[src/logic/acd_pkg.sv]
// package with register map, field layout and shared types of the dividers
`default_nettype none
package acd_pkg;
	// printed register offsets, kept as the register index base
	localparam logic [31:0] PCM_DIV_OFF = 32'h5000_1c40;
	localparam logic [31:0] PCM_FRAC_OFF = 32'h5000_1c42;
	localparam logic [31:0] PDM_DIVIDER_VALUE_OFF = 32'h5000_1c44;
	localparam logic [31:0] RATE_CONVERTER_DIVIDER_OFF = 32'h5000_1c46;
	// word index of each register inside the slave window
	localparam logic [2:0] IDX_PCM_DIV = 3'((PCM_DIV_OFF - PCM_DIV_OFF) >> 1);
	localparam logic [2:0] IDX_PCM_FRAC = 3'((PCM_FRAC_OFF - PCM_DIV_OFF) >> 1);
	localparam logic [2:0] IDX_PDM_DIVIDER_VALUE = 3'((PDM_DIVIDER_VALUE_OFF - PCM_DIV_OFF) >> 1);
	localparam logic [2:0] IDX_RATE_CONVERTER_DIVIDER = 3'((RATE_CONVERTER_DIVIDER_OFF - PCM_DIV_OFF) >> 1);
	localparam logic [2:0] IDX_STATUS = 3'h4;
	localparam int NUM_REGS = 5;
	// writable bits of each register, the rest read as zero
	localparam logic [15:0] PCM_DIV_MASK = 16'h3fff;
	localparam logic [15:0] PCM_FRAC_MASK = 16'hffff;
	localparam logic [15:0] PDM_DIVIDER_VALUE_MASK = 16'h03ff;
	localparam logic [15:0] RATE_CONVERTER_DIVIDER_MASK = 16'h01ff;
	localparam logic [15:0] REG_RESET = 16'h0000;
	// field positions
	localparam int PCM_EN_BIT = 12;
	localparam int PCM_DIV_MSB = 11;
	localparam int PDM_EN_BIT = 8;
	localparam int PDM_MASTER_BIT = 9;
	localparam int PDM_DIVIDER_VALUE_MSB = 7;
	localparam int SRC_EN_BIT = 8;
	localparam int RATE_CONVERTER_DIVIDER_MSB = 7;
	// divider channel numbers
	localparam int CH_PCM = 0;
	localparam int CH_PDM = 1;
	localparam int CH_SRC = 2;
	localparam int NUM_CH = 3;
	// axi response codes
	localparam logic [1:0] RESP_OKAY = 2'h0;
	localparam logic [1:0] RESP_SLVERR = 2'h2;

	// one divider channel configuration
	typedef struct packed {
		logic enable;
		logic [11:0] divider;
		logic [15:0] pattern;
	} acd_div_cfg_s;

	// position of the most significant set bit, zero for an empty pattern
	function automatic logic [3:0] acd_msb_pos(input logic [15:0] pat);
		logic [3:0] pos;
		pos = 4'h0;
		for (int i = 0; i < 16; i++) begin
			if (pat[i]) begin
				pos = 4'(i);
			end
		end
		return pos;
	endfunction : acd_msb_pos
endpackage : acd_pkg
`default_nettype wire

[src/logic/acd_divider.sv]
// one integer divider channel with optional fractional stretch pattern
`default_nettype none
module acd_divider (
	input wire logic i_mclk,
	input wire logic i_rst,
	input wire acd_pkg::acd_div_cfg_s i_cfg,
	output logic o_tick,
	output logic [3:0] o_frac_ptr
);
	logic [12:0] count_reg;
	logic [3:0] ptr_reg;
	logic tick_reg;
	logic [3:0] msb;
	logic extra;
	logic [12:0] period;

	// the fraction adds one input cycle where the current pattern bit is one
	assign msb = acd_pkg::acd_msb_pos(i_cfg.pattern);
	assign extra = i_cfg.pattern[ptr_reg];
	assign period = (i_cfg.divider == 12'h000) ? 13'h0001 + 13'(extra) :
		13'(i_cfg.divider) + 13'(extra);

	// period counter, held at rest while the channel is disabled
	always_ff @(posedge i_mclk) begin
		if (i_rst || !i_cfg.enable) begin
			count_reg <= 13'h0000;
			tick_reg <= 1'b0;
		end else if (count_reg >= period - 13'h0001) begin // end of period, divider plus extra cycle
			count_reg <= 13'h0000;
			tick_reg <= 1'b1;
		end else begin
			count_reg <= count_reg + 13'h0001;
			tick_reg <= 1'b0;
		end
	end

	// pattern pointer walks from the leading one down to bit zero and wraps
	always_ff @(posedge i_mclk) begin
		if (i_rst || !i_cfg.enable) begin
			ptr_reg <= msb;
		end else if (count_reg >= period - 13'h0001) begin
			if (ptr_reg == 4'h0 || ptr_reg > msb) begin
				ptr_reg <= msb;
			end else begin
				ptr_reg <= ptr_reg - 4'h1;
			end
		end
	end

	assign o_tick = tick_reg;
	assign o_frac_ptr = ptr_reg;
endmodule : acd_divider
`default_nettype wire

[src/logic/acd_clock_dividers.sv]
// audio clock dividers for pcm, pdm and rate converter with axi4-lite slave
//
// Operation
// The pcm clock runs only while the pcm enable bit 12 is one.
// Software writes the 12-bit pcm divider before or with the enable.
// The pattern's leading one sets the denominator, its ones the numerator.
// The pattern is walked downward one bit per period, a one adding a cycle.
// The pdm clock runs only while the pdm enable bit 8 is one.
// Software writes the 8-bit pdm divider before or with the enable.
// Bit 9 zero makes the pdm side a clock slave, one makes it master.
// The rate converter clock enable runs only while its bit 8 is one.
// Software writes the rate converter divider before or with its enable.
`default_nettype none
module acd_clock_dividers (
	input wire logic i_mclk,
	input wire logic i_rst,
	input wire logic [31:0] i_awaddr,
	input wire logic i_awvalid,
	output logic o_awready,
	input wire logic [31:0] i_wdata,
	input wire logic [3:0] i_wstrb,
	input wire logic i_wvalid,
	output logic o_wready,
	output logic [1:0] o_bresp,
	output logic o_bvalid,
	input wire logic i_bready,
	input wire logic [31:0] i_araddr,
	input wire logic i_arvalid,
	output logic o_arready,
	output logic [31:0] o_rdata,
	output logic [1:0] o_rresp,
	output logic o_rvalid,
	input wire logic i_rready,
	output logic o_pcm_clk,
	output logic o_pcm_tick,
	output logic o_pdm_clk,
	output logic o_pdm_clock_master_select,
	output logic o_rate_converter_clk_en
);
	logic [15:0] pcm_clock_divider_reg;
	logic [15:0] pcm_fraction_divider_reg;
	logic [15:0] pdm_clock_divider_reg;
	logic [15:0] rate_converter_clock_divider_reg;
	logic awready_reg, wready_reg, bvalid_reg, arready_reg, rvalid_reg;
	logic aw_have_reg, w_have_reg;
	logic [31:0] awaddr_reg, wdata_reg, rdata_reg;
	logic [3:0] wstrb_reg;
	logic [1:0] bresp_reg, rresp_reg;
	logic pcm_clk_reg, pdm_clk_reg, pcm_tick_reg, src_en_reg;
	logic do_write;
	logic [3:0] aw_dec;
	logic [15:0] wmask;
	acd_pkg::acd_div_cfg_s cfg [acd_pkg::NUM_CH];
	logic [acd_pkg::NUM_CH-1:0] tick;
	logic [3:0] frac_ptr [acd_pkg::NUM_CH];
	logic [15:0] status;

	// address to register index, bit 3 of result flags a hit
	function automatic logic [3:0] reg_decode(input logic [31:0] addr);
		logic [3:0] res;
		res = 4'h0;
		if (addr[1:0] == 2'h0 && addr[31:2] < 30'(acd_pkg::NUM_REGS)) begin
			res = {1'b1, addr[4:2]};
		end
		return res;
	endfunction : reg_decode

	// stored value of a register with wstrb merged in on the low two lanes
	function automatic logic [15:0] merge(input logic [15:0] old,
		input logic [15:0] mask);
		return ((old & ~wmask) | (wdata_reg[15:0] & wmask)) & mask;
	endfunction : merge

	assign wmask = {{8{wstrb_reg[1]}}, {8{wstrb_reg[0]}}};
	assign do_write = aw_have_reg && w_have_reg && !bvalid_reg;
	// decoded index of the held write address
	assign aw_dec = reg_decode(awaddr_reg);

	// write address channel, one transfer outstanding
	always_ff @(posedge i_mclk) begin
		if (i_rst) begin
			awready_reg <= 1'b1;
			aw_have_reg <= 1'b0;
			awaddr_reg <= 32'h0000_0000;
		end else if (i_awvalid && awready_reg) begin
			awready_reg <= 1'b0;
			aw_have_reg <= 1'b1;
			awaddr_reg <= i_awaddr;
		end else if (do_write) begin
			aw_have_reg <= 1'b0;
		end else if (bvalid_reg && i_bready) begin
			awready_reg <= 1'b1;
		end
	end

	// write data channel, taken in either order against the address
	always_ff @(posedge i_mclk) begin
		if (i_rst) begin
			wready_reg <= 1'b1;
			w_have_reg <= 1'b0;
			wdata_reg <= 32'h0000_0000;
			wstrb_reg <= 4'h0;
		end else if (i_wvalid && wready_reg) begin
			wready_reg <= 1'b0;
			w_have_reg <= 1'b1;
			wdata_reg <= i_wdata;
			wstrb_reg <= i_wstrb;
		end else if (do_write) begin
			w_have_reg <= 1'b0;
		end else if (bvalid_reg && i_bready) begin
			wready_reg <= 1'b1;
		end
	end

	// write response, error for an unmapped or read-only word
	always_ff @(posedge i_mclk) begin
		if (i_rst) begin
			bvalid_reg <= 1'b0;
			bresp_reg <= acd_pkg::RESP_OKAY;
		end else if (do_write) begin
			bvalid_reg <= 1'b1;
			bresp_reg <= (aw_dec == {1'b1, acd_pkg::IDX_STATUS} ||
				!aw_dec[3]) ? acd_pkg::RESP_SLVERR : acd_pkg::RESP_OKAY;
		end else if (i_bready) begin
			bvalid_reg <= 1'b0;
		end
	end

	// divider registers; a single write may carry value and enable together
	always_ff @(posedge i_mclk) begin
		if (i_rst) begin
			pcm_clock_divider_reg <= acd_pkg::REG_RESET;
			pcm_fraction_divider_reg <= acd_pkg::REG_RESET;
			pdm_clock_divider_reg <= acd_pkg::REG_RESET;
			rate_converter_clock_divider_reg <= acd_pkg::REG_RESET;
		end else if (do_write) begin
			case (reg_decode(awaddr_reg))
				{1'b1, acd_pkg::IDX_PCM_DIV}: begin
					pcm_clock_divider_reg <= merge(pcm_clock_divider_reg,
						acd_pkg::PCM_DIV_MASK);
				end
				{1'b1, acd_pkg::IDX_PCM_FRAC}: begin
					pcm_fraction_divider_reg <= merge(pcm_fraction_divider_reg,
						acd_pkg::PCM_FRAC_MASK);
				end
				{1'b1, acd_pkg::IDX_PDM_DIVIDER_VALUE}: begin
					pdm_clock_divider_reg <= merge(pdm_clock_divider_reg,
						acd_pkg::PDM_DIVIDER_VALUE_MASK);
				end
				{1'b1, acd_pkg::IDX_RATE_CONVERTER_DIVIDER}: begin
					rate_converter_clock_divider_reg <= merge(
						rate_converter_clock_divider_reg,
						acd_pkg::RATE_CONVERTER_DIVIDER_MASK);
				end
				default: begin
				end
			endcase
		end
	end

	// running state shown to software
	assign status = {4'h0, frac_ptr[acd_pkg::CH_PCM], 5'h00,
		src_en_reg, pdm_clk_reg, pcm_clk_reg};

	// read channel, answer one cycle after the address is taken
	always_ff @(posedge i_mclk) begin
		if (i_rst) begin
			arready_reg <= 1'b1;
			rvalid_reg <= 1'b0;
			rdata_reg <= 32'h0000_0000;
			rresp_reg <= acd_pkg::RESP_OKAY;
		end else if (i_arvalid && arready_reg) begin
			arready_reg <= 1'b0;
			rvalid_reg <= 1'b1;
			rresp_reg <= acd_pkg::RESP_OKAY;
			case (reg_decode(i_araddr))
				{1'b1, acd_pkg::IDX_PCM_DIV}:
					rdata_reg <= {16'h0000, pcm_clock_divider_reg};
				{1'b1, acd_pkg::IDX_PCM_FRAC}:
					rdata_reg <= {16'h0000, pcm_fraction_divider_reg};
				{1'b1, acd_pkg::IDX_PDM_DIVIDER_VALUE}:
					rdata_reg <= {16'h0000, pdm_clock_divider_reg};
				{1'b1, acd_pkg::IDX_RATE_CONVERTER_DIVIDER}:
					rdata_reg <= {16'h0000, rate_converter_clock_divider_reg};
				{1'b1, acd_pkg::IDX_STATUS}:
					rdata_reg <= {16'h0000, status};
				default: begin
					rdata_reg <= 32'h0000_0000;
					rresp_reg <= acd_pkg::RESP_SLVERR;
				end
			endcase
		end else if (rvalid_reg && i_rready) begin
			arready_reg <= 1'b1;
			rvalid_reg <= 1'b0;
		end
	end

	// channel configurations; only the pcm channel has a fraction
	assign cfg[acd_pkg::CH_PCM] = '{
		enable: pcm_clock_divider_reg[acd_pkg::PCM_EN_BIT],
		divider: pcm_clock_divider_reg[acd_pkg::PCM_DIV_MSB:0],
		pattern: pcm_fraction_divider_reg};
	assign cfg[acd_pkg::CH_PDM] = '{
		enable: pdm_clock_divider_reg[acd_pkg::PDM_EN_BIT] &&
			pdm_clock_divider_reg[acd_pkg::PDM_MASTER_BIT],
		divider: {4'h0, pdm_clock_divider_reg[acd_pkg::PDM_DIVIDER_VALUE_MSB:0]},
		pattern: 16'h0000};
	assign cfg[acd_pkg::CH_SRC] = '{
		enable: rate_converter_clock_divider_reg[acd_pkg::SRC_EN_BIT],
		divider: {4'h0,
			rate_converter_clock_divider_reg[acd_pkg::RATE_CONVERTER_DIVIDER_MSB:0]},
		pattern: 16'h0000};

	// one divider per channel
	for (genvar g = 0; g < acd_pkg::NUM_CH; g++) begin : g_div
		acd_divider u_div (
			.i_mclk(i_mclk),
			.i_rst(i_rst),
			.i_cfg(cfg[g]),
			.o_tick(tick[g]),
			.o_frac_ptr(frac_ptr[g])
		);
	end

	// generated clocks toggle on each tick and rest low when disabled
	always_ff @(posedge i_mclk) begin
		if (i_rst || !cfg[acd_pkg::CH_PCM].enable) begin
			pcm_clk_reg <= 1'b0;
			pcm_tick_reg <= 1'b0;
		end else begin
			pcm_clk_reg <= pcm_clk_reg ^ tick[acd_pkg::CH_PCM];
			pcm_tick_reg <= tick[acd_pkg::CH_PCM];
		end
	end

	// pdm clock is driven only as master; as slave it stays low
	always_ff @(posedge i_mclk) begin
		if (i_rst || !cfg[acd_pkg::CH_PDM].enable) begin
			pdm_clk_reg <= 1'b0;
		end else begin
			pdm_clk_reg <= pdm_clk_reg ^ tick[acd_pkg::CH_PDM];
		end
	end

	// rate converter gets a one-cycle enable per divided period
	always_ff @(posedge i_mclk) begin
		if (i_rst || !cfg[acd_pkg::CH_SRC].enable) begin
			src_en_reg <= 1'b0;
		end else begin
			src_en_reg <= tick[acd_pkg::CH_SRC];
		end
	end

	assign o_awready = awready_reg;
	assign o_wready = wready_reg;
	assign o_bvalid = bvalid_reg;
	assign o_bresp = bresp_reg;
	assign o_arready = arready_reg;
	assign o_rvalid = rvalid_reg;
	assign o_rdata = rdata_reg;
	assign o_rresp = rresp_reg;
	assign o_pcm_clk = pcm_clk_reg;
	assign o_pcm_tick = pcm_tick_reg;
	assign o_pdm_clk = pdm_clk_reg;
	assign o_pdm_clock_master_select =
		pdm_clock_divider_reg[acd_pkg::PDM_MASTER_BIT];
	assign o_rate_converter_clk_en = src_en_reg;
endmodule : acd_clock_dividers
`default_nettype wire

[config.mk]
export PLATFORM = sky130hd
export DESIGN_NAME = acd_clock_dividers
export DESIGN_NICKNAME = d
export VERILOG_FILES = /design/src/logic/acd_pkg.sv /design/src/logic/acd_divider.sv /design/src/logic/acd_clock_dividers.sv
export SDC_FILE = /design/constraint.sdc
export NUM_CORES = 1
export LEC_CHECK = 0
export BUFFER_PORTS_ARGS = -buffer_cell sky130_fd_sc_hd__buf_2
export CAP_MARGIN = 20
export CORE_UTILIZATION = 30
export CTS_CLUSTER_SIZE = 14
export DETAILED_ROUTE_END_ITERATION = 8
export GPL_ROUTABILITY_DRIVEN = 0
export SLEW_MARGIN = 30
export SYNTH_ARGS = -nofsm -noshare
export SYNTH_HDL_FRONTEND = slang
export SYNTH_SLANG_ARGS = --single-unit
export TNS_END_PERCENT = 5
[constraint.sdc]
create_clock -name i_mclk -period 7.95 [get_ports i_mclk]
set_clock_uncertainty 0.15 [all_clocks]
set_input_delay 1.1925 -clock i_mclk [delete_from_list [all_inputs] [get_ports i_mclk]]
set_output_delay 1.1925 -clock i_mclk [all_outputs]
set_load 0.01 [all_outputs]
==> results.ini, run 1 <==
[critical_path]
crit_path_max_incr_delay_ns=0.58
cp_slowest_cell=edfxtp_1
cp-end-kind=flip-flop
worstRegToRegCells=17
cp.depth=17
cp_num_buf_inv=1
r2r-start=g_div[0].u_div.o_frac_ptr[0]$_DFFE_PP_
arrival_ns=5.83
worstPathMaxFanout=7
worstPathCellList=mux4_2, mux4_2, ha_1, ha_1, a21boi_0, ha_1, inv_1, a211o_1, or2_2, o32ai_1, o21ai_0, ha_1, o2111ai_1, nor2_1, a2111oi_0, o31a_1, o21ai_0
critPathLaunchType=flip-flop
crit_type=reg2reg
cp-startpoint=g_div[0].u_div.o_frac_ptr[0]$_DFFE_PP_
cp_top_family=compound AO/OA/AOI/OAI gates
r2r_setup_slack_ns=2.07
cp.required_ns=7.91
cpMostUsedCell=ha_1

[cells_and_area]
nets=1326
layout_commonest_cell=dfxtp_1
syn_to_final_growth_pct=15.83
layout_common_cells=dfxtp_1, nand2_1, buf_2
fillers=3107
stdcell_area_um2=10690
drive_gt1_frac=0.1508

[clock_tree]
hold_buffers=0
cts_tree=yes
cts_resized=0
htreeDepth=4
cts_setup_buffers=0
clockBufferDepth=2
clk_pin_slew_ns=0.08
cts_buffers=17
cts.sinks=174
clockRootBuffer=clkbuf_16
clk_latency_ns=0.45

[floorplanning]
die_area_um2=31480
start_util=0.3082
die_w_um=177.4
coreArea_um2=29950
io_pins=153
row_count=63
fp.dieH_um=177.4

[sta]
rsz0062_at_grt=false
clock.fmax_mhz=170.1
fin_crit_sh=0.7394
max_slew.worst_pin.slew_ns=0.8670
setup_violations=0
drv_slew=0
max_slew_margin=0.4177
hold_viol=0
period_minus_slack_ns=5.879
tns_ns=0

[logic_synthesis]
synth-seq-area-share=0.3817
synth_seq_cells=174
yosys_warnings=0
ys.flop_type=dfxtp_1
syn_area_um2=9231
netlist.area_leader.share=0.3687
synth_edf_count=4
synth.area.top_cells=dfxtp_1, ha_1, nand2_1, mux2i_1, a21oi_1
ys_async_sr_fraction=0
synth_area_leader_cell=dfxtp_1
syn_inst=1083
avgSynthCellArea_um2=8.524
synth.distinct_cells=68

[power]
ir_worst_vdd_uv=132.1
p_leak_uw=0.004186
power_density_nw_per_um2=178.3

[place]
placed_cell_area_um2=10050
io_buffers=116
hpwlAfterDp_um=16970

[grt]
grt_pass1_wl_um=37930
grt_util_all_layers=0.1510
grt_antenna_before_repair=3
overflow=0
grt_pass1_vias=7291
grt_start_max_net_pins=99

[routing]
drt-initial-drc-count=394
routedWlPerCell_um=14.75
drc=0
via_per_inst=4.866
route.antenna.remaining_nets=0
via_count=7644
first_pass_iters=5
routed_wl_um=23180

[hold_path]
min_path_type=reg2reg
min_from=g_div[2].u_div.o_tick$_SDFF_PP0_
hold_depth=1

[flow_run]
drv_cap=0

[run_status]
status=complete, no violations

report_power, final:
group,switching (uW),internal [uW],total (uW)
combinational,68.6,43.2,112
clock,443,437,880
sequential,18.8,895,914
total,531,1380,1910
metal layers:
layer / vias to the layer above / global-route usage / share of wire
met5: - / 0 / 0.00056
met4: 2 / 0.04167 / 0.015
li1: 3968 / - / -
met3: 29 / 0.03256 / 0.036
met1: 3530 / 0.1958 / 0.47
met2: 115 / 0.2511 / 0.48
final timing paths:
kind / end
max: g_div[0].u_div.o_frac_ptr[3]$_DFFE_PP_
min: o_rate_converter_clk_en$_SDFF_PP0_
max reg2reg: g_div[0].u_div.o_frac_ptr[3]$_DFFE_PP_
min reg2reg: o_rate_converter_clk_en$_SDFF_PP0_
Yosys cell counts (all sizes together) (10+ instances only):
library cell and instances:
clkbuf 45, a211oi 15, inv 20, nor2b 10, a21oi 84, nand2 164
a31oi 10, buf 30, mux2i 52, nand2b 10, dfxtp 170, ha 52
o21ai 11, and3 15, nor2 103, o21bai 11, nand3 32, nor3 30
xnor2 37, a21o 12, nand4 10, a22oi 19, and2 10, nor4 28
xor2 25
worst reg2reg max path: stages, from the launching register on:
cell,delay [ns]
edfxtp_1,0.58
mux4_2,0.55
mux4_2,0.53
ha_1,0.25
ha_1,0.30
a21boi_0,0.19
ha_1,0.21
inv_1,0.07
a211o_1,0.35
or2_2,0.34
o32ai_1,0.22
o21ai_0,0.13
ha_1,0.29
o2111ai_1,0.26
nor2_1,0.09
a2111oi_0,0.54
o31a_1,0.29
o21ai_0,0.22
cells by family (layout without fill, tap and decap cells):
| logic type | count (synthesis) | after routing | share of synthesized area |
|---|---|---|---|
| AOI/OAI and AO/OA | 204 | 204 | 0.1439 |
| and+or+nand+nor | 436 | 436 | 0.2264 |
| buffers and inverters | 95 | 172 | 0.04812 |
| adders and majority gates | 52 | 52 | 0.07048 |
| muxes | 58 | 58 | 0.06980 |
| xor gates and xnor gates | 62 | 62 | 0.05882 |
| other | 2 | 23 | 0.0008135 |
| DFF | 174 | 174 | 0.3817 |
through the flow:
stage / hold slack, ns / util / total power (uW) / setup slack, ns / cells
final: 0.2843 / 0.3570 / 1906 / 2.071 / 1571
after global routing: 0.2914 / 0.3570 / 1982 / 1.472 / 1571
after CTS: 0.2874 / 0.3567 / 1928 / 2.061 / 1570
after detailed placement: 0.2659 / 0.3356 / 1048 / 2.087 / 1538
after global placement: 0.2642 / 0.3353 / 1046 / 2.128 / 1538
after floorplan: 0.2557 / - / 1001 / 2.480 / 1103
final cells by class:
| class | instances | area (um2) | area share |
|---|---|---|---|
| clock inverters | 15 | 206.4 | 0.01931 |
| repair buffers | 120 | 616.8 | 0.05769 |
| multi-input cells | 834 | 5355 | 0.5008 |
| flip-flops and latches | 174 | 3523 | 0.3295 |
| clock buffers | 17 | 425.4 | 0.03978 |
| diodes | 1 | 2.502 | 0.0002340 |
| well taps | 390 | 488.0 | 0.04564 |
| inverters | 20 | 75.07 | 0.007021 |
No activity file was read; power rests on OpenSTA's default activity.
==> inputs of run 2 (changes only) <==
- clock period: 7.95 -> 5.15 ns (I/O delays scaled with it)
==> run 2 against run 1 <==
Critical endpoint unchanged. Wire length rose by 3.4%. Largest power group unchanged. Maximum frequency increased by 15%. Die area unchanged. Power increased by 55%. Clock power up 56%. Global-route usage grew 0.53 points. First-iteration DRC count rose by 16%. Clock-buffer cell count did not move.
==> results.ini, run 2 (synthesized netlist as in run 1, its figures left out) <==
[run_status]
status=complete, no violations

[critical_path]
cp.required_ns=5.14  ; -2.77 ns
crit_type=reg2reg
cp_slowest_cell=mux4_2
worstPathCellList=mux4_2, mux4_2, ha_4, ha_4, buf_4, xor2_1, a2bb2oi_2, a211o_1, or2_4, o21bai_4, xnor2_2, ha_1, buf_4, o2111ai_4, buf_6, o31a_1, o21ai_4
critPathLaunchType=flip-flop
crit_path_max_incr_delay_ns=0.56  ; -0.02 ns
cp-end-kind=flip-flop
arrival_ns=5.09  ; -0.74 ns
worstPathMaxFanout=6  ; -1

[grt]
grt_pass1_wl_um=38990  ; +2.8%
overflow=0  ; unchanged
grt_util_all_layers=0.1563  ; +0.005259
grt_pass1_vias=7531  ; +3.3%
grt_start_max_net_pins=97  ; -2.0%
grt_antenna_before_repair=3  ; unchanged

[cells_and_area]
syn_to_final_growth_pct=20.70
stdcell_area_um2=11140  ; +4.2%
fillers=3082  ; -0.80%
layout_commonest_cell=dfxtp_1
layout_common_cells=dfxtp_1, nand2_1, buf_2
drive_gt1_frac=0.1949  ; +0.04405
stdcell_count=1607  ; +2.3%
nets=1362  ; +2.7%

[sta]
rsz0062_at_grt=true
max_slew_margin=0.4099  ; -0.007711
tns_ns=0  ; unchanged
max_slew.worst_pin.slew_ns=0.8818  ; +0.01482 ns
period_minus_slack_ns=5.100  ; -0.7786 ns
setup_violations=0  ; unchanged
hold_viol=0  ; unchanged
fin_crit_sh=0.9903  ; +0.2508
clock.fmax_mhz=196.1  ; +15%
drv_slew=0  ; unchanged

[clock_tree]
cts_buffers=17  ; unchanged
htreeDepth=4  ; unchanged
clk_latency_ns=0.45  ; about the same
cts_tree=yes
hold_buffers=0  ; unchanged
clk_pin_slew_ns=0.08  ; about the same
clockRootBuffer=clkbuf_16
cts.sinks=174  ; unchanged
clockBufferDepth=2  ; unchanged

[routing]
drt-initial-drc-count=457  ; +16%
drc=0  ; unchanged
routedWlPerCell_um=14.92  ; +1.1%
via_per_inst=4.943  ; +1.6%
via_count=7943  ; +3.9%
first_pass_iters=7  ; +2
routed_wl_um=23970  ; +3.4%
route.antenna.remaining_nets=0  ; unchanged

[hold_path]
min_path_type=reg2reg

[power]
ir_worst_vdd_uv=217.6  ; +65%
power_uw=2959  ; +55%
power_density_nw_per_um2=265.5  ; +49%
p_leak_uw=0.004404  ; +5.2%

[place]
hpwlAfterDp_um=17730  ; +4.5%
io_buffers=116  ; unchanged
placed_cell_area_um2=10320  ; +2.6%
dp.cells=1572  ; +2.2%

[floorplanning]
die_area_um2=31480  ; unchanged
row_count=63  ; unchanged
coreArea_um2=29950  ; unchanged
io_pins=153  ; unchanged
die_w_um=177.4  ; unchanged
start_util=0.3082  ; unchanged
fp.dieH_um=177.4  ; unchanged

[flow_run]
drv_cap=0  ; unchanged

[run 2: final cells by class]
cell class	count	area [um2]	share of cell area
tap	390	488.0	0.04380
antenna	1	2.502	0.0002246
multi-input combinational	834	5530	0.4964
inverter	20	75.07	0.006738
sequential	174	3523	0.3162
timing repair buffer	156	890.9	0.07996
clock inverter	15	206.4	0.01853
clock buffer	17	425.4	0.03818
[run 2: worst max-delay path: cells and delay by family, from the launching register on]
| kind | cells | cell delay (ns) |
|---|---|---|
| AO/OA/AOI/OAI | 6 | 1.31 |
| XOR/XNOR | 2 | 0.29 |
| AND/OR/NAND/NOR | 1 | 0.31 |
| buffers and inverters | 3 | 0.42 |
| multiplexers | 2 | 1.11 |
| adder cells (fa/ha/maj) | 3 | 0.66 |
| flip-flops | 1 | 0.54 |
[run 2: report_power, final]
group          total [uW]  internal [uW]  switching, uW
Sequential           1410           1380           27.4
Combinational         175           67.5            107
Clock                1370            711            663
[run 2: what timing repair did]
action | CTS | global route
gates resized for setup | 9 | 27
gates cloned | 1 | 0
hold endpoints to repair | 0 | 0
buffers inserted | 1 | 0
pin swaps | 4 | 16
setup endpoints to repair | 18 | 18
[run 2: path summary, 6_finish.rpt]
path                            cells past startpoint                                endpoint  slack, ns                              startpoint
worst max-delay path                               17  g_div[0].u_div.o_frac_ptr[3]$_DFFE_PP_       0.05  g_div[0].u_div.o_frac_ptr[0]$_DFFE_PP_
worst min-delay path                                1      o_rate_converter_clk_en$_SDFF_PP0_       0.28        g_div[2].u_div.o_tick$_SDFF_PP0_
worst max register to register                     17  g_div[0].u_div.o_frac_ptr[3]$_DFFE_PP_       0.05  g_div[0].u_div.o_frac_ptr[0]$_DFFE_PP_
worst min register to register                      1      o_rate_converter_clk_en$_SDFF_PP0_       0.28        g_div[2].u_div.o_tick$_SDFF_PP0_
[run 2: per-stage QoR]
| stage | util | hold WS (ns) | setup slack, ns |
|---|---|---|---|
| after floorplan | - | 0.2557 | 0.03814 |
| after global placement | 0.3443 | 0.2635 | -0.1784 |
| after detailed placement | 0.3444 | 0.2651 | -0.2454 |
| after CTS | 0.3670 | 0.2878 | 0.01162 |
| after global routing | 0.3720 | 0.3114 | -0.1153 |
| final | 0.3720 | 0.2809 | 0.05004 |
[run 2: layer usage]
layer	up-vias	share of wire	GRT usage
met5	-	0.00042	0
met4	2	0.014	0.04060
met3	22	0.041	0.03556
met2	162	0.47	0.2513
met1	3726	0.48	0.2092
li1	4031	-	-
==> inputs of run 3 (changes only) <==
- ABC_AREA: unset -> 1
==> run 3 against run 2 <==
Sequential share of layout area rose by 0.79 points. Maximum frequency up 11%. Final area decreased by 2.4%. Clock power about the same. Wire length decreased by 3.4%. Power increased by 0.88%. Sequential power hardly changed. Via count is 8.0% higher. Synthesized cell count is 24% higher. Cell count is 15% higher. Largest cell class unchanged.
==> results.ini, run 3 <==
[logic_synthesis]
synth_simple_gate_area_frac=0.3217  ; +0.09535
synth-compound-area-share=0.1038  ; -0.04017
synth_common_cells=nor2_1, nand2_1, dfxtp_1
synth.distinct_cells=46  ; -32%
synth-seq-area-share=0.3751  ; -0.006559
synth_edf_count=4  ; unchanged
synth_seq_cells=174  ; unchanged
synth.area.top_cells=dfxtp_1, nor2_1, nand2_1, ha_1, o21ai_0
synthAdderAreaFrac=0.06927  ; -0.001211
synth_area_leader_cell=dfxtp_1
synth_top_family_by_area=simple AND/OR/NAND/NOR gates
netlist.area_leader.share=0.3623  ; -0.006335
synth_most_common_cell=nor2_1
muxShareOfSynthArea=0  ; -0.06980
syn_inst=1340  ; +24%
ys_async_sr_fraction=0  ; unchanged
avgSynthCellArea_um2=7.010  ; -18%
yosys_warnings=0  ; unchanged
synth_xor_area_frac=0.04756  ; -0.01127
ys.flop_type=dfxtp_1
syn_area_um2=9393  ; +1.7%

[sta]
drv_slew=0  ; unchanged
period_minus_slack_ns=4.581  ; -0.5190 ns
rsz0062_at_grt=false
setup_violations=0  ; unchanged
tns_ns=0  ; unchanged
hold_viol=0  ; unchanged
clock.fmax_mhz=218.3  ; +11%
fin_crit_sh=0.8895  ; -0.1008
max_slew_margin=0.3995  ; -0.01043
max_slew.worst_pin.slew_ns=0.9007  ; +0.01890 ns

[grt]
grt_pass1_vias=7507  ; -0.32%
overflow=0  ; unchanged
grt_pass1_wl_um=36900  ; -5.3%
met2_usage=0.2133  ; -0.03798
grt_util_all_layers=0.1465  ; -0.009787
grt_util_met1=0.2054  ; -0.003815
grtUsageMet3=0.04538  ; +0.009816
grt_start_max_net_pins=106  ; +9.3%
grt_antenna_before_repair=9  ; +6
grt.busiest_layer=met2

[place]
hpwlAfterDp_um=17450  ; -1.6%
io_buffers=116  ; unchanged
dp.cells=1814  ; +15%

[clock_tree]
cts_buffers=17  ; unchanged
cts_setup_buffers=0  ; -1
clockBufferDepth=2  ; unchanged
htreeDepth=4  ; unchanged
cts.sinks=174  ; unchanged
clk_pin_slew_ns=0.07  ; about the same
clockRootBuffer=clkbuf_16
hold_buffers=0  ; unchanged
cts_tree=yes
clk_latency_ns=0.44  ; about the same

[critical_path]
cp-startpoint=g_div[0].u_div.o_frac_ptr[0]$_DFFE_PP_
crit_path_max_incr_delay_ns=0.56  ; about the same
cpMostUsedCell=nand2_1
critPathLaunchType=flip-flop
worstRegToRegCells=29  ; +12
crit_type=reg2reg
cp_slowest_cell=edfxtp_1
cp-end-kind=flip-flop
rr_endpoint=g_div[0].u_div.o_frac_ptr[0]$_DFFE_PP_
arrival_ns=4.56  ; -0.53 ns
r2r-start=g_div[0].u_div.o_frac_ptr[0]$_DFFE_PP_
worstPathMaxFanout=17  ; +11
cp.required_ns=5.13  ; about the same
endpoint=g_div[0].u_div.o_frac_ptr[0]$_DFFE_PP_
r2r_setup_slack_ns=0.57  ; +0.52 ns

[floorplanning]
fp.dieH_um=178.9  ; +0.86%
row_count=64  ; +1.6%
coreArea_um2=30670  ; +2.4%
die_area_um2=32020  ; +1.7%
die_w_um=178.9  ; +0.86%
start_util=0.3063  ; -0.001929
io_pins=153  ; unchanged

[routing]
drt-initial-drc-count=576  ; +26%
via_per_inst=4.631  ; -6.3%
via_count=8577  ; +8.0%
routed_wl_um=23150  ; -3.4%
route.antenna.remaining_nets=0  ; unchanged
routedWlPerCell_um=12.50  ; -16%
first_pass_iters=5  ; -2
drc=0  ; unchanged

[hold_path]
hold_depth=2  ; +1
min_path_type=reg2reg

[cells_and_area]
layout_commonest_cell=nor2_1
drive_gt1_frac=0.1262  ; -0.06869
layout_common_cells=nor2_1, nand2_1, dfxtp_1
stdcell_count=1852  ; +15%
nets=1596  ; +17%
fillers=3287  ; +6.7%
syn_to_final_growth_pct=15.72

[flow_run]
drv_cap=0  ; unchanged

[power]
p_leak_uw=0.004666  ; +6.0%
power_density_nw_per_um2=274.6  ; +3.4%
ir_worst_vdd_uv=262.0  ; +20%

[run_status]
status=complete, no violations

[run 3: timing repair]
item                                    CTS  global route
hold endpoints to repair                  0             0
endpoints found under the setup margin    0             4
gates resized for setup                   0             1
[run 3: worst max-delay path, delay by kind of cell (launching register included)]
kind	cells	cell delay, ns
AND/OR/NAND/NOR	18	1.98
AO/OA/AOI/OAI	4	0.50
adder cells (fa/ha/maj)	3	0.62
flip-flops	1	0.56
buffers and inverters	4	0.44
[run 3: kinds of logic after synthesis]
family / count (synthesis)
xor+xnor: 51
fa+ha+maj: 52
flops: 174
simple gates: 699
buf+inv: 176
other cells: 2
compound gates: 186
[run 3: where the power goes]
part,internal (uW),switching [uW]
clock network,785,576
logic,73.9,132
registers,1390,23.3
[run 3: worst min path at each step]
stage                                           from                                  to  slack (ns)
floorplan           g_div[2].u_div.o_tick$_SDFF_PP0_  o_rate_converter_clk_en$_SDFF_PP0_        0.24
global placement    g_div[2].u_div.o_tick$_SDFF_PP0_  o_rate_converter_clk_en$_SDFF_PP0_        0.27
detailed placement  g_div[2].u_div.o_tick$_SDFF_PP0_  o_rate_converter_clk_en$_SDFF_PP0_        0.27
CTS                 g_div[2].u_div.o_tick$_SDFF_PP0_  o_rate_converter_clk_en$_SDFF_PP0_        0.29
global route        g_div[2].u_div.o_tick$_SDFF_PP0_  o_rate_converter_clk_en$_SDFF_PP0_        0.31
finish              g_div[2].u_div.o_tick$_SDFF_PP0_  o_rate_converter_clk_en$_SDFF_PP0_        0.28
[run 3: area by class of cell]
cell class	count	area (um2)	area share
antenna	6	15.01	0.001381
clock buffer	18	439.2	0.04041
clock inverter	14	180.2	0.01658
inverter	115	431.7	0.03971
multi-input combinational	1010	5181	0.4767
sequential	174	3523	0.3242
tap	396	495.5	0.04559
timing repair buffer	119	603.1	0.05549
[run 3: through the flow]
| stage | worst slack (ns) | utilization | power [uW] | area (um2) | hold WS (ns) |
|---|---|---|---|---|---|
| after floorplan | 1.112 | - | 1590 | 9468 | 0.2436 |
| after global placement | 0.5821 | 0.3336 | 1650 | 10230 | 0.2710 |
| after detailed placement | 0.5088 | 0.3336 | 1654 | 10230 | 0.2715 |
| after CTS | 0.4933 | 0.3538 | 3021 | 10850 | 0.2865 |
| after global routing | 0.04745 | 0.3542 | 3105 | 10860 | 0.3060 |
| final | 0.5690 | 0.3544 | 2985 | 10870 | 0.2772 |
[run 3: layer usage]
layer	vias to the layer above	routed length, um
li1	4529	-
met1	3781	11720
met2	238	9270
met3	25	1851
met4	4	286
met5	-	23
